$ cat config.mk
export PLATFORM = sky130hd
export DESIGN_NAME = virtual_cpu_iface_priority_regs
export DESIGN_NICKNAME = d
export VERILOG_FILES = /design/src/rtl/vcpu_prio_pkg.sv /design/src/rtl/active_prio_bitmap.sv /design/src/rtl/virtual_cpu_iface_priority_regs.sv
export SDC_FILE = /design/constraint.sdc
export NUM_CORES = 1
export LEC_CHECK = 0
export BUFFER_PORTS_ARGS = -buffer_cell sky130_fd_sc_hd__buf_4
export CORE_MARGIN = 8
export CORE_UTILIZATION = 50
export DETAILED_ROUTE_END_ITERATION = 16
export GPL_ROUTABILITY_DRIVEN = 0
export PLACE_DENSITY_LB_ADDON = 0.15
export SLEW_MARGIN = 20
export SYNTH_ARGS = -nofsm -noshare
export SYNTH_HDL_FRONTEND = slang
export SYNTH_HIERARCHICAL = 1
export SYNTH_SLANG_ARGS = --single-unit
$ cat constraint.sdc
create_clock -name clk -period 4.8 [get_ports clk]
set_input_delay 0.24 -clock clk [delete_from_list [all_inputs] [get_ports clk]]
set_output_delay 0.24 -clock clk [all_outputs]
set_load 0.005 [all_outputs]
$ cat src/rtl/vcpu_prio_pkg.sv
// Constants for the virtual CPU interface priority and control registers
package vcpu_prio_pkg;

	// ==========================================================
	// System register encodings {op0, op1, crn, crm, op2}
	localparam int ENC_W = 17;
	localparam logic [ENC_W-1:0] ENC_VIRT_G1_ACTIVE = {2'h3, 3'h0, 5'h0C, 4'h9, 3'h0};
	localparam logic [ENC_W-1:0] ENC_VIRT_G0_SPLIT  = {2'h3, 3'h0, 5'h0C, 4'h8, 3'h3};
	localparam logic [ENC_W-1:0] ENC_VIRT_G1_SPLIT  = {2'h3, 3'h0, 5'h0C, 4'hC, 3'h3};
	localparam logic [ENC_W-1:0] ENC_VIRT_CONTROL   = {2'h3, 3'h0, 5'h0C, 4'hC, 3'h4};
	localparam logic [ENC_W-1:0] ENC_HYP_G0_ACTIVE  = {2'h3, 3'h0, 5'h0C, 4'h8, 3'h4};
	localparam logic [ENC_W-1:0] ENC_HYP_G1_ACTIVE  = {2'h3, 3'h0, 5'h13, 4'h9, 3'h0};

	// ==========================================================
	// Active-priority bitmaps
	localparam int          AP_W        = 32;
	localparam int          PRIO_BITS   = 5;
	localparam int          PRIO_LSB    = 3;
	localparam logic [31:0] AP_RESET    = 32'h0000_0000;

	// ==========================================================
	// Split-point fields
	localparam int         SPLIT_W        = 3;
	localparam logic [2:0] SPLIT_G0_MIN   = 3'h2;
	localparam logic [2:0] SPLIT_G1_S_MIN = 3'h2;
	localparam logic [2:0] SPLIT_G1_NS_MIN = 3'h3;
	localparam logic [2:0] SPLIT_MAX      = 3'h7;
	localparam logic [2:0] SPLIT_STEP     = 3'h1;

	// ==========================================================
	// Control register fields
	localparam int         CTL_CBPR_BIT   = 0;
	localparam int         CTL_EOI_BIT    = 1;
	localparam int         CTL_PRI_LSB    = 8;
	localparam int         CTL_ID_LSB     = 11;
	localparam int         CTL_SYS_ERR_BIT = 14;
	localparam int         CTL_AFF3_BIT   = 15;
	localparam logic [2:0] CTL_PRI_CODE   = 3'h4;
	localparam logic [2:0] CTL_ID_CODE    = 3'h0;
	localparam logic       CTL_SYS_ERR_VAL = 1'h0;
	localparam logic       CTL_AFF3_VAL   = 1'h1;
	localparam logic       CTL_EOI_RESET  = 1'h0;
	localparam logic       CTL_CBPR_RESET = 1'h0;

endpackage : vcpu_prio_pkg

$ cat src/rtl/active_prio_bitmap.sv
// One active-priority bitmap with acknowledge set and priority-drop clear
`timescale 1ns/10ps
module active_prio_bitmap (
	input  wire logic        clk,
	input  wire logic        rst_n,
	input  wire logic        wr_en,
	input  wire logic [31:0] wr_data,
	input  wire logic        set_en,
	input  wire logic [4:0]  set_idx,
	input  wire logic        drop_en,
	output logic      [31:0] value
);

	logic [31:0] next_value;
	logic [31:0] lowest;

	// ==========================================================
	// Next state
	always_comb begin
		// Highest active priority is the lowest set bit
		lowest     = value & (~value + 32'h0000_0001);
		next_value = value;
		if (wr_en) begin
			next_value = wr_data;
		end else if (drop_en) begin
			next_value = value & ~lowest;
		end
		// Set wins over a drop in the same cycle
		if (set_en) begin
			next_value[set_idx] = 1'b1;
		end
	end

	always_ff @(posedge clk or negedge rst_n) begin
		if (!rst_n) begin
			value <= vcpu_prio_pkg::AP_RESET;
		end else begin
			value <= next_value;
		end
	end

	// ==========================================================
	// Assertions
	property p_set_marks;
		@(posedge clk) disable iff (!rst_n)
		set_en |=> value[$past(set_idx)];
	endproperty
	a_set_marks: assert property (p_set_marks) else $error("ack did not mark level");

	property p_drop_lowest;
		@(posedge clk) disable iff (!rst_n)
		(drop_en && !set_en && !wr_en) |=> value == ($past(value) & ~$past(lowest));
	endproperty
	a_drop_lowest: assert property (p_drop_lowest) else $error("drop cleared wrong bit");

	property p_reset_empty;
		@(posedge clk) disable iff (!rst_n)
		$rose(rst_n) |-> value == 32'h0000_0000;
	endproperty
	a_reset_empty: assert property (p_reset_empty) else $error("bitmap not empty at reset");

endmodule : active_prio_bitmap

$ cat src/rtl/virtual_cpu_iface_priority_regs.sv
// Virtual CPU interface active priorities, split points and control register
//
// Summary of operation
// - Active-priority bit n marks an active interrupt at priority n times eight.
// - Every active-priority bitmap resets to all zeros.
// - Five priority bits are used, giving thirty-two levels.
// - Group 0 split point in bits 2:0, never below 2.
// - Group 1 split point minimum is 2 when secure, 3 when non-secure.
// - Control bit 15 reads one: affinity level 3 supported.
// - Control bit 14 reads zero: no local system error interrupts.
// - Control bits 13:11 read zero: sixteen identifier bits.
// - Control bits 10:8 read four: five priority bits.
// - Mode bit clear: end-of-interrupt drops priority and deactivates.
// - Mode bit set: end-of-interrupt only drops; deactivation register deactivates.
// - Common bit clear: each group uses its own split point.
// - Common bit set: group 0 split governs both; group 1 reads plus one, saturated.
// - Common bit set: writes to group 1 split point are ignored.
`timescale 1ns/10ps
module virtual_cpu_iface_priority_regs (
	input  wire logic        clk,
	input  wire logic        rst_n,
	input  wire logic        sys_wr,
	input  wire logic        sys_rd,
	input  wire logic [1:0]  sys_op0,
	input  wire logic [2:0]  sys_op1,
	input  wire logic [4:0]  sys_crn,
	input  wire logic [3:0]  sys_crm,
	input  wire logic [2:0]  sys_op2,
	input  wire logic [31:0] sys_wdata,
	output logic      [31:0] sys_rdata,
	output logic             sys_rd_valid,
	output logic             sys_undef,
	input  wire logic        secure_state,
	input  wire logic        ack_valid,
	input  wire logic        ack_hyp,
	input  wire logic        ack_group,
	input  wire logic [7:0]  ack_priority,
	input  wire logic        eoi_wr,
	input  wire logic        eoi_hyp,
	input  wire logic        eoi_group,
	input  wire logic        dir_wr,
	output logic             priority_drop,
	output logic             deactivate,
	output logic      [2:0]  g0_split_point,
	output logic      [2:0]  g1_split_point,
	output logic             split_eoi_mode,
	output logic             common_split_point
);

	// ==========================================================
	// Decode
	logic [16:0] enc;
	logic        hit_vap1;
	logic        hit_bpr0;
	logic        hit_bpr1;
	logic        hit_ctlr;
	logic        hit_hap0;
	logic        hit_hap1;
	logic        hit_any;

	assign enc      = {sys_op0, sys_op1, sys_crn, sys_crm, sys_op2};
	assign hit_vap1 = (enc == vcpu_prio_pkg::ENC_VIRT_G1_ACTIVE);
	assign hit_bpr0 = (enc == vcpu_prio_pkg::ENC_VIRT_G0_SPLIT);
	assign hit_bpr1 = (enc == vcpu_prio_pkg::ENC_VIRT_G1_SPLIT);
	assign hit_ctlr = (enc == vcpu_prio_pkg::ENC_VIRT_CONTROL);
	assign hit_hap0 = (enc == vcpu_prio_pkg::ENC_HYP_G0_ACTIVE);
	assign hit_hap1 = (enc == vcpu_prio_pkg::ENC_HYP_G1_ACTIVE);
	assign hit_any  = hit_vap1 | hit_bpr0 | hit_bpr1 | hit_ctlr | hit_hap0 | hit_hap1;

	// ==========================================================
	// Active-priority bitmaps
	logic [31:0] vap1_value;
	logic [31:0] hap0_value;
	logic [31:0] hap1_value;
	logic [4:0]  ack_idx;

	// Low three bits are subpriority below the implemented levels
	assign ack_idx = ack_priority[vcpu_prio_pkg::PRIO_LSB +: vcpu_prio_pkg::PRIO_BITS];

	active_prio_bitmap u_virt_g1 (
		.clk     (clk),
		.rst_n   (rst_n),
		.wr_en   (sys_wr & hit_vap1),
		.wr_data (sys_wdata),
		.set_en  (ack_valid & ~ack_hyp & ack_group),
		.set_idx (ack_idx),
		.drop_en (eoi_wr & ~eoi_hyp & eoi_group),
		.value   (vap1_value)
	);

	active_prio_bitmap u_hyp_g0 (
		.clk     (clk),
		.rst_n   (rst_n),
		.wr_en   (sys_wr & hit_hap0),
		.wr_data (sys_wdata),
		.set_en  (ack_valid & ack_hyp & ~ack_group),
		.set_idx (ack_idx),
		.drop_en (eoi_wr & eoi_hyp & ~eoi_group),
		.value   (hap0_value)
	);

	active_prio_bitmap u_hyp_g1 (
		.clk     (clk),
		.rst_n   (rst_n),
		.wr_en   (sys_wr & hit_hap1),
		.wr_data (sys_wdata),
		.set_en  (ack_valid & ack_hyp & ack_group),
		.set_idx (ack_idx),
		.drop_en (eoi_wr & eoi_hyp & eoi_group),
		.value   (hap1_value)
	);

	// ==========================================================
	// Split points and control bits
	logic [2:0] bpr0;
	logic [2:0] bpr1_s;
	logic [2:0] bpr1_ns;
	logic [2:0] next_bpr0;
	logic [2:0] next_bpr1_s;
	logic [2:0] next_bpr1_ns;
	logic       next_split_eoi_mode;
	logic       next_common_split_point;
	logic [2:0] bpr1_cur;
	logic [2:0] bpr0_plus;
	logic [2:0] bpr1_view;

	function automatic logic [2:0] clamp_split(input logic [2:0] v, input logic [2:0] lo);
		clamp_split = (v < lo) ? lo : v;
	endfunction : clamp_split

	assign bpr1_cur  = secure_state ? bpr1_s : bpr1_ns;
	assign bpr0_plus = (bpr0 == vcpu_prio_pkg::SPLIT_MAX) ? vcpu_prio_pkg::SPLIT_MAX
	                   : bpr0 + vcpu_prio_pkg::SPLIT_STEP;
	assign bpr1_view = common_split_point ? bpr0_plus : bpr1_cur;

	always_comb begin
		next_bpr0               = bpr0;
		next_bpr1_s             = bpr1_s;
		next_bpr1_ns            = bpr1_ns;
		next_split_eoi_mode     = split_eoi_mode;
		next_common_split_point = common_split_point;
		if (sys_wr && hit_bpr0) begin
			next_bpr0 = clamp_split(sys_wdata[2:0], vcpu_prio_pkg::SPLIT_G0_MIN);
		end
		// Writes are dropped while group 0 governs both groups
		if (sys_wr && hit_bpr1 && !common_split_point) begin
			if (secure_state) begin
				next_bpr1_s = clamp_split(sys_wdata[2:0], vcpu_prio_pkg::SPLIT_G1_S_MIN);
			end else begin
				next_bpr1_ns = clamp_split(sys_wdata[2:0], vcpu_prio_pkg::SPLIT_G1_NS_MIN);
			end
		end
		// Only the two mode bits are writable; the rest is fixed
		if (sys_wr && hit_ctlr) begin
			next_split_eoi_mode     = sys_wdata[vcpu_prio_pkg::CTL_EOI_BIT];
			next_common_split_point = sys_wdata[vcpu_prio_pkg::CTL_CBPR_BIT];
		end
	end

	always_ff @(posedge clk or negedge rst_n) begin
		if (!rst_n) begin
			bpr0               <= vcpu_prio_pkg::SPLIT_G0_MIN;
			bpr1_s             <= vcpu_prio_pkg::SPLIT_G1_S_MIN;
			bpr1_ns            <= vcpu_prio_pkg::SPLIT_G1_NS_MIN;
			split_eoi_mode     <= vcpu_prio_pkg::CTL_EOI_RESET;
			common_split_point <= vcpu_prio_pkg::CTL_CBPR_RESET;
		end else begin
			bpr0               <= next_bpr0;
			bpr1_s             <= next_bpr1_s;
			bpr1_ns            <= next_bpr1_ns;
			split_eoi_mode     <= next_split_eoi_mode;
			common_split_point <= next_common_split_point;
		end
	end

	// ==========================================================
	// Read path and interrupt completion pulses
	logic [31:0] ctlr_view;
	logic [31:0] next_sys_rdata;
	logic        next_sys_rd_valid;
	logic        next_sys_undef;
	logic        next_priority_drop;
	logic        next_deactivate;
	logic [2:0]  next_g0_split_point;
	logic [2:0]  next_g1_split_point;

	always_comb begin
		ctlr_view = 32'h0000_0000;
		ctlr_view[vcpu_prio_pkg::CTL_AFF3_BIT]    = vcpu_prio_pkg::CTL_AFF3_VAL;
		ctlr_view[vcpu_prio_pkg::CTL_SYS_ERR_BIT] = vcpu_prio_pkg::CTL_SYS_ERR_VAL;
		ctlr_view[vcpu_prio_pkg::CTL_ID_LSB +: 3]  = vcpu_prio_pkg::CTL_ID_CODE;
		ctlr_view[vcpu_prio_pkg::CTL_PRI_LSB +: 3] = vcpu_prio_pkg::CTL_PRI_CODE;
		ctlr_view[vcpu_prio_pkg::CTL_EOI_BIT]  = split_eoi_mode;
		ctlr_view[vcpu_prio_pkg::CTL_CBPR_BIT] = common_split_point;
	end

	always_comb begin
		next_sys_rdata = sys_rdata;
		if (sys_rd) begin
			next_sys_rdata = 32'h0000_0000;
			if (hit_vap1) next_sys_rdata = vap1_value;
			if (hit_hap0) next_sys_rdata = hap0_value;
			if (hit_hap1) next_sys_rdata = hap1_value;
			if (hit_bpr0) next_sys_rdata = {29'h0000_0000, bpr0};
			if (hit_bpr1) next_sys_rdata = {29'h0000_0000, bpr1_view};
			if (hit_ctlr) next_sys_rdata = ctlr_view;
		end
		next_sys_rd_valid  = sys_rd;
		next_sys_undef     = (sys_rd | sys_wr) & ~hit_any;
		next_priority_drop = eoi_wr;
		// Deactivation requests in combined mode are ignored
		next_deactivate     = (eoi_wr & ~split_eoi_mode)
		                    | (dir_wr & split_eoi_mode);
		next_g0_split_point = bpr0;
		next_g1_split_point = common_split_point ? bpr0 : bpr1_cur;
	end

	always_ff @(posedge clk or negedge rst_n) begin
		if (!rst_n) begin
			sys_rdata      <= 32'h0000_0000;
			sys_rd_valid   <= 1'b0;
			sys_undef      <= 1'b0;
			priority_drop  <= 1'b0;
			deactivate     <= 1'b0;
			g0_split_point <= vcpu_prio_pkg::SPLIT_G0_MIN;
			g1_split_point <= vcpu_prio_pkg::SPLIT_G1_NS_MIN;
		end else begin
			sys_rdata      <= next_sys_rdata;
			sys_rd_valid   <= next_sys_rd_valid;
			sys_undef      <= next_sys_undef;
			priority_drop  <= next_priority_drop;
			deactivate     <= next_deactivate;
			g0_split_point <= next_g0_split_point;
			g1_split_point <= next_g1_split_point;
		end
	end

	// ==========================================================
	// Assertions
	logic       rd_ctlr_q;
	logic       rd_bpr0_q;
	logic       rd_bpr1_q;
	logic [2:0] bpr1_expect_q;

	always_ff @(posedge clk or negedge rst_n) begin
		if (!rst_n) begin
			rd_ctlr_q     <= 1'b0;
			rd_bpr0_q     <= 1'b0;
			rd_bpr1_q     <= 1'b0;
			bpr1_expect_q <= 3'h0;
		end else begin
			rd_ctlr_q     <= sys_rd & hit_ctlr;
			rd_bpr0_q     <= sys_rd & hit_bpr0;
			rd_bpr1_q     <= sys_rd & hit_bpr1 & common_split_point;
			bpr1_expect_q <= (bpr0 == 3'h7) ? 3'h7 : bpr0 + 3'h1;
		end
	end

	property p_ctlr_fixed;
		@(posedge clk) disable iff (!rst_n)
		rd_ctlr_q |-> (sys_rd_valid && sys_rdata[31:8] == 24'h0000_84 && sys_rdata[7:2] == 6'h00);
	endproperty
	a_ctlr_fixed: assert property (p_ctlr_fixed) else $error("control fixed fields wrong");

	property p_g0_min;
		@(posedge clk) disable iff (!rst_n)
		rd_bpr0_q |-> (sys_rdata[31:3] == 29'h0000_0000 && sys_rdata[2:0] >= 3'h2);
	endproperty
	a_g0_min: assert property (p_g0_min) else $error("group 0 split below minimum");

	property p_g1_min;
		@(posedge clk) disable iff (!rst_n)
		(bpr1_s >= 3'h2) && (bpr1_ns >= 3'h3);
	endproperty
	a_g1_min: assert property (p_g1_min) else $error("group 1 split below minimum");

	property p_g1_common_read;
		@(posedge clk) disable iff (!rst_n)
		rd_bpr1_q |-> sys_rdata == {29'h0000_0000, bpr1_expect_q};
	endproperty
	a_g1_common_read: assert property (p_g1_common_read) else $error("common read not saturated");

	property p_g1_write_ignored;
		@(posedge clk) disable iff (!rst_n)
		(sys_wr && hit_bpr1 && common_split_point) |=> ($stable(bpr1_s) && $stable(bpr1_ns));
	endproperty
	a_g1_write_ignored: assert property (p_g1_write_ignored) else $error("ignored write took effect");

	property p_combined_eoi;
		@(posedge clk) disable iff (!rst_n)
		(eoi_wr && !split_eoi_mode) |=> (deactivate && priority_drop);
	endproperty
	a_combined_eoi: assert property (p_combined_eoi) else $error("eoi did not deactivate");

	property p_split_eoi;
		@(posedge clk) disable iff (!rst_n)
		(eoi_wr && split_eoi_mode && !dir_wr) |=> (priority_drop && !deactivate);
	endproperty
	a_split_eoi: assert property (p_split_eoi) else $error("split eoi deactivated");

	property p_split_dir;
		@(posedge clk) disable iff (!rst_n)
		(dir_wr && split_eoi_mode) |=> deactivate;
	endproperty
	a_split_dir: assert property (p_split_dir) else $error("deactivation write lost");

	property p_separate_split;
		@(posedge clk) disable iff (!rst_n)
		(!common_split_point && !sys_wr) |=> (g1_split_point == $past(bpr1_cur)
		                                      && g0_split_point == $past(bpr0));
	endproperty
	a_separate_split: assert property (p_separate_split) else $error("group split mixed up");

	property p_ack_level;
		@(posedge clk) disable iff (!rst_n)
		(ack_valid && !ack_hyp && ack_group) |=> vap1_value[$past(ack_priority[7:3])];
	endproperty
	a_ack_level: assert property (p_ack_level) else $error("ack level not mapped");

	c_common_read: cover property (@(posedge clk) disable iff (!rst_n) rd_bpr1_q);
	c_split_dir: cover property (@(posedge clk) disable iff (!rst_n) dir_wr && split_eoi_mode);
	c_lowest_prio: cover property (@(posedge clk) disable iff (!rst_n) ack_valid && ack_idx == 5'h1F);
	c_drop_empty: cover property (@(posedge clk) disable iff (!rst_n) priority_drop && vap1_value == 32'h0);

endmodule : virtual_cpu_iface_priority_regs

Word-level counts from Yosys, hierarchy flattened --
Index checks and enable logic that the tools add are counted.
Word-level totals: logic and storage cells 106, register bits after elaboration 149, output and inout port bits 44, input port bits 69
Cells by class: $lt $le $gt $ge 4, equal/unequal tests 7, bitwise logic cells 45, add/subtract/negate cells 4, multiplexer cells 23, reduce and logical (&&, ||, !) cells 8
Operators with widths (number):
- 2-to-1 mux 32 bit | 15
- bitwise AND 32 bit | 6
- NOT 32 bit | 6
- == test 17 bit, second input constant | 6
- adder 32 x 1 -> 32 bit, second input constant | 3
- OR 32 bit | 3
- 2-to-1 mux 3 bit | 6
- bitwise AND 1 bit | 16
- NOT 1 bit | 7
- OR 1 bit | 7
- < comparator 3 x 2 -> 1 bit, second input constant | 2
- < comparator 5 x 6 -> 1 bit, second input constant | 1
- demux 1 bit (select 5 bit) | 1
- greater-or-equal comparator 5 x 1 -> 1 bit, second input constant | 1
- logical AND 1 bit | 5
- AND reduction 2 bit | 2
- adder 3 x 1 -> 3 bit, second input constant | 1
- == test 3 bit, second input constant | 1
- logical NOT 1 bit | 1
- 2-to-1 mux 1 bit | 1

Logic depth before layout (Yosys ltp) --
Gate-level depths: netlist (run 1).
depth in word-level cells 9, depth in mapped cells 10, gate-level depth less buffers 7

Hierarchy --
Netlist (run 1), hierarchy kept.
By module, submodules not included:
- active_prio_bitmap | instances 3, area each 1749.2 sq um, cells an instance 180, sequential area each 800.8 sq um
- virtual_cpu_iface_priority_regs | instances 1, area each 3079.2 sq um, cells an instance 321, sequential area each 1335.0 sq um

Least setup slack after synthesis (run 1) --
OpenSTA, ideal clock, no wires.
kind input port to flip-flop, start input port sys_crm[2], end register u_virt_g1.value[4], path buffers 5, required time 4.717 ns, setup slack 2.549 ns, arrival 2.169 ns, library setup time 0.083 ns, stages on the path 10, cell sequence buf_2 nor3b_1 and4_1 clkbuf_1 buf_2 and3_1 clkbuf_1 buf_1 a22oi_1 o21ai_0
Between the ends: cells in the longest elaborated chain, start to end 5
Ends and longest elaborated chain:
- from (decl) | RTL line virtual_cpu_iface_priority_regs.sv:27 | input wire logic [3:0] sys_crm,
- == test 17 bit * | RTL line virtual_cpu_iface_priority_regs.sv:62 | assign hit_vap1 = (enc == vcpu_prio_pkg::ENC_VIRT_G1_ACTIVE);
- bitwise AND 1 bit * | RTL line virtual_cpu_iface_priority_regs.sv:83 | .wr_en (sys_wr & hit_vap1),
- 2-to-1 mux 32 bit * | RTL line active_prio_bitmap.sv:23 | if (wr_en) begin
- OR 32 bit (no source line)
- 2-to-1 mux 32 bit * | RTL line active_prio_bitmap.sv:29 | if (set_en) begin
- named net u_virt_g1.next_value[4] | RTL line active_prio_bitmap.sv:14 | logic [31:0] next_value;
- to (signal assigned) | RTL line active_prio_bitmap.sv:36 | value <= vcpu_prio_pkg::AP_RESET;
- to (signal assigned) | RTL line active_prio_bitmap.sv:38 | value <= next_value;
- to (decl) | RTL line active_prio_bitmap.sv:11 | output logic [31:0] value
Mark *: on every way through the listed nets, which the timed path passes. The rest lies on a longest branch. A chain may end at the register's enable or synchronous reset.

Worst setup path after layout (run 1) --
start input port sys_crn[2], end register u_hyp_g1.value[1]
Between the ends: cells in the longest elaborated chain, start to end 5
Ends and longest elaborated chain:
- from (decl) | RTL line virtual_cpu_iface_priority_regs.sv:26 | input wire logic [4:0] sys_crn,
- == test 17 bit * | RTL line virtual_cpu_iface_priority_regs.sv:67 | assign hit_hap1 = (enc == vcpu_prio_pkg::ENC_HYP_G1_ACTIVE);
- bitwise AND 1 bit * | RTL line virtual_cpu_iface_priority_regs.sv:105 | .wr_en (sys_wr & hit_hap1),
- 2-to-1 mux 32 bit * | RTL line active_prio_bitmap.sv:23
- OR 32 bit (no source line)
- 2-to-1 mux 32 bit * | RTL line active_prio_bitmap.sv:29
- named net u_hyp_g1.next_value[1] | RTL line active_prio_bitmap.sv:14
- to (signal assigned) | RTL line active_prio_bitmap.sv:36
- to (signal assigned) | RTL line active_prio_bitmap.sv:38
- to (decl) | RTL line active_prio_bitmap.sv:11
Marked as above.

==> results of run 1 <==
==> power by group through the flow <==
stage               Combinational (W)  Sequential (W)  Clock, W
detailed placement           0.000499         0.00144         0
global placement             0.000495         0.00144         0
finish                       0.000512         0.00142   0.00139
global route                 0.000557         0.00143   0.00145
CTS                          0.000505         0.00142   0.00140
floorplan                    0.000294         0.00142         0
==> cell families (layout without fill, tap and decap cells) <==
group,after synthesis,count (layout),synth area share [%]
AND/OR/NAND/NOR,296,296,21.8
flip-flops,149,149,44.9
buffers and inverters,65,162,3.22
adder cells (fa/ha/maj),1,1,0.150
AO/OA/AOI/OAI,338,338,28.4
multiplexers,12,12,1.61
==> flip-flops by register name, summed over array words and instances, names as in the netlist, 3 cells and up <==
| signal | count |
|---|---|
| sys_rdata | 32 |
| u_hyp_g0/value | 32 |
| u_hyp_g1/value | 32 |
| u_virt_g1/value | 32 |
| bpr0 | 3 |
| bpr1_ns | 3 |
| bpr1_s | 3 |
| g0_split_point | 3 |
| g1_split_point | 3 |
==> what timing repair did <==
action | 4_1_cts | 5_1_grt
hold endpoints to repair | 75 | 0
endpoints found under the setup margin | 0 | 0
hold buffers | 2 | 0
buffers inserted | 0 | 0
==> final cells by class <==
| cell class | count | area, µm² | share of cell area, % |
|---|---|---|---|
| clock inverter | 8 | 123 | 1.24 |
| sequential | 149 | 3740 | 37.7 |
| tap | 220 | 275 | 2.78 |
| inverter | 11 | 41.3 | 0.417 |
| timing repair buffer | 120 | 910 | 9.18 |
| multi-input combinational | 647 | 4330 | 43.7 |
| clock buffer | 23 | 488 | 4.92 |
==> per-stage QoR <==
stage | setup slack, ns | power (W) | instances | util [%]
2_1_floorplan | 2.55 | 0.00171 | 861 | -
3_3_place_gp | 1.84 | 0.00193 | 1145 | 56.5
3_5_place_dp | 1.83 | 0.00194 | 1145 | 56.5
4_1_cts | 2.28 | 0.00332 | 1178 | 60.4
5_1_grt | 2.11 | 0.00344 | 1178 | 60.4
6_report | 2.25 | 0.00332 | 1178 | 60.4
==> placed cells by master (no fill, tap or decap), types with 10 or more instances in the layout <==
cell type,Yosys,final
clkbuf_16,0,17
nor3_1,23,23
dfrtp_1,142,142
buf_4,2,117
and3_1,13,13
a22o_1,30,30
o21ai_0,69,69
nor3b_1,22,20
a21oi_1,41,41
and3b_1,10,10
a221o_1,10,10
nand2_1,74,74
o311ai_0,18,18
o21ai_1,10,10
nor2_1,53,52
inv_1,11,11
a22oi_1,115,115
nor4_1,19,19
==> critical path, delay by kind of cell <==
family | cells | cell delay (ns)
buffers and inverters | 4 | 1.31
and+or+nand+nor | 4 | 1.01
AOI/OAI and AO/OA | 1 | 0.25
==> synthesized netlist by cell type, types with 4 or more instances <==
library cell    n  area (µm²)
nor4_1         19         119
nor3_1         23         115
nand2b_1        8        50.1
nand3_2         4        40.0
o31ai_1         6        45.0
and3_1         13        81.3
nor4b_1         7        61.3
a22oi_1       115         863
o21ai_0        69         345
nor4b_4         4        95.1
a22o_1         30         263
mux2_1          8        90.1
nor2b_1         8        50.1
or3_1           7        43.8
buf_1           7        26.3
inv_1          11        41.3
a21oi_1        41         205
clkbuf_1       32         120
dfstp_2         7         184
o21ai_1        10        50.1
and3b_1        10        87.6
o41ai_1         7        61.3
a31oi_1         8        50.1
nand2_1        74         278
nand3_1         7        35.0
nor2_1         53         199
a221o_1        10         100
o311ai_0       18         158
a221oi_1        5        43.8
nor3b_1        22         165
buf_2          13        65.1
nor3_2          4        40.0
a211oi_1        4        30.0
dfrtp_1       142        3550
==> routing by layer <==
| metal | GRT usage [%] | up-vias | routed length (µm) |
|---|---|---|---|
| met1 | 37.6 | 3807 | 12300 |
| li1 | - | 3552 | - |
| met5 | 0 | - | 0 |
| met4 | 8.75 | 0 | 578 |
| met3 | 5.13 | 60 | 2650 |
| met2 | 35.6 | 471 | 11600 |
==> how the worst min path moves through the flow <==
stage	from	endpoint	cells after the start
after global placement	rst_n	g1_split_point[2]	1
after global routing	dir_wr	deactivate	2
after floorplan	rst_n	bpr0[0]	0
after detailed placement	rst_n	g1_split_point[2]	1
final	dir_wr	deactivate	2
after CTS	dir_wr	deactivate	2
==> metrics.txt, run 1 <==
# TYPE chip_impl_metric gauge
chip_impl_metric{name="wl_final",unit="µm"} 27100
chip_impl_metric{name="power.switching",unit="W"} 0.000901
chip_impl_info{name="crit_end",value="u_hyp_g1/value[1]"} 1
chip_impl_metric{name="floorplan.initialDensity",unit="%"} 50.8
chip_impl_metric{name="ff2ff_setup_slack",unit="ns"} 2.67
chip_impl_metric{name="rows",unit=""} 47
chip_impl_metric{name="worstMarginPinSlew",unit="ns"} 1.13
chip_impl_info{name="rsz_0062_raised_after_global_routing",value="false"} 1
chip_impl_metric{name="hold_violations_final",unit=""} 0
chip_impl_metric{name="setup_total_negative_slack",unit="ns"} 0
chip_impl_metric{name="shortest_clock_period_the_worst_path_allows_after_layout",unit="ns"} 2.55
chip_impl_metric{name="combinationalPowerShare",unit="%"} 15.4
chip_impl_metric{name="synth-seq-cells",unit=""} 149
chip_impl_metric{name="crit_path_max_fo",unit=""} 50
chip_impl_info{name="setup.worst_path.end_class",value="flop"} 1
chip_impl_metric{name="area.growth.synth_to_final",unit="%"} 19.0
chip_impl_metric{name="layout-drive-gt1-share",unit="%"} 20.4
chip_impl_metric{name="buffer_ports.inserted",unit=""} 109
chip_impl_info{name="reg2reg_to",value="u_hyp_g1/value[27]"} 1
chip_impl_metric{name="worst_skew_pair.late_latency",unit="ns"} 0.43
chip_impl_metric{name="gr-usage-all-layers",unit="%"} 25.3
chip_impl_metric{name="placed_cell_area",unit="mm²"} 0.00928
chip_impl_info{name="worst-setup-path-type",value="in2reg"} 1
chip_impl_metric{name="place.detailed.hpwl",unit="µm"} 18500
chip_impl_metric{name="clock_sink_count",unit=""} 149
chip_impl_info{name="hold_class",value="in2reg"} 1
chip_impl_metric{name="net_switching_share_of_the_total_power",unit="%"} 27.2
chip_impl_metric{name="num-nets-final",unit=""} 1016
chip_impl_metric{name="drt-wirelength-per-cell",unit="µm"} 23.0
chip_impl_metric{name="library_cells_used_by_synthesis",unit=""} 67
chip_impl_metric{name="maximum_operating_frequency",unit="MHz"} 392
chip_impl_metric{name="worst_path_largest_cell_delay",unit="ns"} 0.46
chip_impl_metric{name="antennaDiodeCount",unit=""} 0
chip_impl_metric{name="skew",unit="ns"} 0.0105
chip_impl_metric{name="design.die.area",unit="mm²"} 0.0210
chip_impl_metric{name="period_share",unit="%"} 53.2
chip_impl_info{name="tritoncts_clock_tree",value="yes"} 1
chip_impl_metric{name="peakVddDrop",unit="mV"} 0.243
chip_impl_metric{name="ctsResizeCount",unit=""} 0
chip_impl_metric{name="timing.hold.ws",unit="ns"} 0.0475
chip_impl_metric{name="max-clock-path-buffers",unit=""} 2
chip_impl_metric{name="power-per-cell-area",unit="mW/mm²"} 335
chip_impl_metric{name="syn-num-nets",unit=""} 931
chip_impl_metric{name="num_vias",unit=""} 7890
chip_impl_metric{name="netlist_area_before_placement",unit="mm²"} 0.00833
chip_impl_metric{name="timing.critical_path.required",unit="ns"} 5.11
chip_impl_info{name="crit_path_frequent_cell",value="buf_4"} 1
chip_impl_metric{name="die_y",unit="µm"} 145
chip_impl_metric{name="synth_area_per_cell",unit="µm²"} 9.67
chip_impl_metric{name="drtPass1Iterations",unit=""} 5
chip_impl_metric{name="first_pass_grt_wire_length",unit="µm"} 42500
chip_impl_metric{name="synth-edff-count",unit=""} 0
chip_impl_metric{name="grt_start_max_net_pins",unit=""} 80
chip_impl_info{name="cell_at_the_root_of_the_clock_tree",value="clkbuf_16"} 1
chip_impl_metric{name="setup_violations",unit=""} 0
chip_impl_metric{name="first_iter_violations",unit=""} 1219
chip_impl_metric{name="clkSlewWorstSetupHoldPaths",unit="ns"} 0.06
chip_impl_metric{name="worst_r2r_path_depth",unit=""} 4
chip_impl_metric{name="die_width",unit="µm"} 145
chip_impl_metric{name="slew_headroom",unit="%"} 24.9
chip_impl_info{name="outcome",value="completed"} 1
chip_impl_metric{name="maxSlewViolCount",unit=""} 0
chip_impl_metric{name="route.detailed.vias_per_inst",unit=""} 6.70
chip_impl_info{name="slowest_stage",value="inv_1"} 1
chip_impl_metric{name="drc",unit=""} 0
chip_impl_metric{name="layout.cell_area.non_filler",unit="mm²"} 0.00991
chip_impl_metric{name="total_gr_overflow",unit=""} 0
chip_impl_info{name="crit_path_cell_trace",value="buf_4, nor4bb_1, and2_1, buf_4, and3_1, buf_4, inv_1, and3_1, a221o_1"} 1
chip_impl_metric{name="seqPwrFrac",unit="%"} 42.8
chip_impl_metric{name="layout.filler_cells",unit=""} 1395
chip_impl_metric{name="worst-endpoint-arrival",unit="ns"} 2.86
chip_impl_metric{name="vias_in_the_first_global_route",unit=""} 7364
chip_impl_metric{name="core-area",unit="mm²"} 0.0164
chip_impl_metric{name="synth_cells",unit=""} 861
chip_impl_metric{name="p_int",unit="W"} 0.00242
chip_impl_metric{name="yosys_warnings",unit=""} 6
chip_impl_info{name="synth-main-ff-cell",value="dfrtp_1"} 1
chip_impl_metric{name="asyncSetResetFlopFracSynth",unit="%"} 100
chip_impl_metric{name="ant_nets",unit=""} 0
chip_impl_info{name="start_kind",value="input port"} 1
chip_impl_metric{name="cts-buffers-inserted",unit=""} 17
chip_impl_info{name="critical_path.reg2reg.startpoint",value="u_hyp_g1/value[0]"} 1
chip_impl_info{name="startpoint",value="sys_crn[2]"} 1
chip_impl_metric{name="yosysSeqAreaShare",unit="%"} 44.9
chip_impl_metric{name="clock_power_share",unit="%"} 41.8
chip_impl_metric{name="max_cap_violations",unit=""} 0
chip_impl_metric{name="boundaryPins",unit=""} 113
chip_impl_metric{name="h-tree-depth",unit=""} 4
chip_impl_metric{name="antenna_found_initial",unit=""} 0
chip_impl_metric{name="total_leakage_power",unit="nW"} 4.21
Power figures use the tool's default switching activity.
==> run 2: changes to the inputs <==
Clock period 4.8 ns to 2.6 ns, I/O delays scaled along.
==> run 2 against run 1 <==
Core utilization grew 1.8 points. Via count up 0.63%. Sequential cell count is the same. Global-route usage is 0.084 points lower. Hold slack got worse by 0.037 ns. Wire length shrank 0.61%. Sequential share of layout area down 1.1 points. Critical path type unchanged. Highest routed layer unchanged.
==> metrics.txt, run 2 (synthesized netlist as in run 1, its figures left out) <==
# TYPE chip_impl_metric gauge
chip_impl_metric{name="clock_power_share",unit="%"} 40.3
chip_impl_metric{name="max-clock-path-buffers",unit=""} 2
chip_impl_metric{name="peakVddDrop",unit="mV"} 0.439
chip_impl_metric{name="finalWorstSetupSlack",unit="ns"} 0.408
chip_impl_metric{name="layout-drive-gt1-share",unit="%"} 20.0
chip_impl_metric{name="floorplan.initialDensity",unit="%"} 50.8
chip_impl_metric{name="drt-wirelength-per-cell",unit="µm"} 22.3
chip_impl_metric{name="first_iter_violations",unit=""} 1112
chip_impl_metric{name="crit_path_max_fo",unit=""} 21
chip_impl_metric{name="worstMarginPinSlew",unit="ns"} 0.866
chip_impl_metric{name="maximum_operating_frequency",unit="MHz"} 456
chip_impl_metric{name="setup_violations",unit=""} 0
chip_impl_metric{name="shortest_clock_period_the_worst_path_allows_after_layout",unit="ns"} 2.19
chip_impl_metric{name="p_int",unit="W"} 0.00432
chip_impl_metric{name="die_width",unit="µm"} 145
chip_impl_info{name="worst-setup-path-type",value="in2reg"} 1
chip_impl_metric{name="worst_skew_pair.late_latency",unit="ns"} 0.44
chip_impl_metric{name="clkSlewWorstSetupHoldPaths",unit="ns"} 0.06
chip_impl_info{name="worst_hold_startpoint",value="sys_wdata[28]"} 1
chip_impl_metric{name="grt_start_max_net_pins",unit=""} 83
chip_impl_metric{name="max_cap_violations",unit=""} 0
chip_impl_metric{name="wl_final",unit="µm"} 27000
chip_impl_metric{name="critical_path_buf_inv_count",unit=""} 2
chip_impl_metric{name="power-per-cell-area",unit="mW/mm²"} 591
chip_impl_metric{name="clock_sink_count",unit=""} 149
chip_impl_info{name="slowest_stage",value="o41ai_1"} 1
chip_impl_info{name="tritoncts_clock_tree",value="yes"} 1
chip_impl_metric{name="worst-endpoint-arrival",unit="ns"} 2.50
chip_impl_info{name="mostFrequentLayoutCell",value="dfrtp_1"} 1
chip_impl_metric{name="buffer_ports.inserted",unit=""} 109
chip_impl_metric{name="combinationalPowerShare",unit="%"} 16.0
chip_impl_metric{name="ant_nets",unit=""} 0
chip_impl_metric{name="seqPwrFrac",unit="%"} 43.6
chip_impl_metric{name="drtPass1Iterations",unit=""} 8
chip_impl_metric{name="cts-buffers-inserted",unit=""} 17
chip_impl_info{name="outcome",value="completed"} 1
chip_impl_metric{name="preCtsSetupSlack",unit="ns"} 0.354
chip_impl_info{name="critical_path.reg2reg.startpoint",value="u_virt_g1/value[0]"} 1
chip_impl_metric{name="design.die.area",unit="mm²"} 0.0210
chip_impl_metric{name="timing.critical_path.required",unit="ns"} 2.91
chip_impl_metric{name="boundaryPins",unit=""} 113
chip_impl_metric{name="first_pass_grt_wire_length",unit="µm"} 42400
chip_impl_metric{name="drc",unit=""} 0
chip_impl_info{name="layout.cells.most_common_list",value="142 x dfrtp_1, 118 x buf_4, 115 x a22oi_1, 74 x nand2_1, 69 x o21ai_0"} 1
chip_impl_metric{name="power.switching",unit="W"} 0.00171
chip_impl_metric{name="route.detailed.vias_per_inst",unit=""} 6.57
chip_impl_metric{name="rows",unit=""} 47
chip_impl_metric{name="total_gr_overflow",unit=""} 0
chip_impl_metric{name="ff2ff_setup_slack",unit="ns"} 0.51
chip_impl_metric{name="post-cts-setup-buffer-count",unit=""} 0
chip_impl_metric{name="worst_r2r_path_depth",unit=""} 4
chip_impl_metric{name="area.growth.synth_to_final",unit="%"} 22.5
chip_impl_info{name="crit_path_cell_trace",value="dlygate4sd3_1, buf_4, nand2_1, nor2_1, nor4b_4, nand3_2, o41ai_1, o21ai_1"} 1
chip_impl_info{name="reg2reg_to",value="u_virt_g1/value[27]"} 1
chip_impl_metric{name="worst_path_largest_cell_delay",unit="ns"} 0.58
chip_impl_metric{name="skew",unit="ns"} 0.00996
chip_impl_info{name="hold_class",value="in2reg"} 1
chip_impl_metric{name="core-area",unit="mm²"} 0.0164
chip_impl_metric{name="period_share",unit="%"} 84.3
chip_impl_metric{name="timing.hold.worst_path_depth",unit=""} 3
chip_impl_metric{name="antenna_found_initial",unit=""} 0
chip_impl_metric{name="setup_total_negative_slack",unit="ns"} 0
chip_impl_metric{name="place.detailed.hpwl",unit="µm"} 19000
chip_impl_metric{name="die_y",unit="µm"} 145
chip_impl_metric{name="maxSlewViolCount",unit=""} 0
chip_impl_metric{name="h-tree-depth",unit=""} 4
chip_impl_metric{name="net_switching_share_of_the_total_power",unit="%"} 28.4
chip_impl_metric{name="total_leakage_power",unit="nW"} 4.33
chip_impl_metric{name="hold_violations_final",unit=""} 0
chip_impl_info{name="cell_at_the_root_of_the_clock_tree",value="clkbuf_16"} 1
chip_impl_info{name="kind_of_cell_with_the_highest_combined_delay_on_the_critical_path",value="simple AND/OR/NAND/NOR gates"} 1
chip_impl_metric{name="num-nets-final",unit=""} 1047
chip_impl_metric{name="antennaDiodeCount",unit=""} 0
chip_impl_metric{name="num_vias",unit=""} 7940
chip_impl_info{name="start_kind",value="input port"} 1
chip_impl_metric{name="slew_headroom",unit="%"} 42.0
chip_impl_info{name="rsz_0062_raised_after_global_routing",value="false"} 1
chip_impl_metric{name="gr-usage-all-layers",unit="%"} 25.2
chip_impl_info{name="setup.worst_path.end_class",value="flop"} 1
chip_impl_metric{name="vias_in_the_first_global_route",unit=""} 7431
chip_impl_info{name="whs_endpoint",value="u_virt_g1/value[28]"} 1
run 2: worst max-delay path by stage:
| stage | from | to | slack, ns | cells past startpoint |
|---|---|---|---|---|
| 2_1_floorplan | sys_crm[2] | u_virt_g1/value[4] | 0.46 | 10 |
| 3_3_place_gp | sys_crm[0] | u_hyp_g0/value[1] | 0.42 | 8 |
| 3_5_place_dp | sys_crm[0] | u_hyp_g0/value[1] | 0.35 | 8 |
| 4_1_cts | eoi_wr | u_virt_g1/value[27] | 0.50 | 8 |
| 5_1_grt | eoi_wr | u_hyp_g0/value[11] | 0.29 | 8 |
| 6_report | eoi_wr | u_virt_g1/value[27] | 0.41 | 8 |
run 2: layout make-up:
type                       instances  area, µm²
fill                            1379       6210
clock buffer                      19        443
sequential                       149       3740
tap                              220        275
inverter                          11       41.3
timing repair buffer             151       1250
clock inverter                    12        131
multi-input combinational        647       4320
run 2: worst register-to-register path, stage by stage (launching register included):
cell and delay [ns]:
dfrtp_1 0.44, nor4b_4 0.40, nand3_2 0.45, o41ai_1 0.59
o21ai_1 0.10
run 2: power by group through the flow:
stage | Combinational [W] | Clock, W | Sequential [W]
after global routing | 0.00105 | 0.00255 | 0.00265
after global placement | 0.000905 | 0 | 0.00266
after detailed placement | 0.000914 | 0 | 0.00266
after floorplan | 0.000543 | 0 | 0.00262
final | 0.000965 | 0.00243 | 0.00263
after CTS | 0.000956 | 0.00247 | 0.00262
run 2: stage by stage:
stage / cell area [µm²] / hold WS (ns) / cells / utilization (%) / power, W
floorplan: 8330 / -0.166 / 861 / - / 0.00317
global placement: 9340 / 0.0785 / 1149 / 56.9 / 0.00356
detailed placement: 9340 / 0.0830 / 1149 / 56.9 / 0.00358
CTS: 10200 / 0.00270 / 1209 / 62.2 / 0.00604
global route: 10200 / 0.0123 / 1209 / 62.2 / 0.00625
finish: 10200 / 0.0109 / 1209 / 62.2 / 0.00602
run 2: timing repair:
action                                  in CTS  in global routing
endpoints found under the setup margin       0                  0
gates resized for setup                      0                  0
endpoints found under the hold margin       99                  0
hold buffers                                29                  0
run 2: routing by layer:
metal	part of all wire, %	up-vias	GRT usage [%]
li1	-	3627	-
met1	45	3819	37.0
met2	43	448	36.6
met3	10	46	5.75
met4	1.5	0	6.30
met5	0	-	0
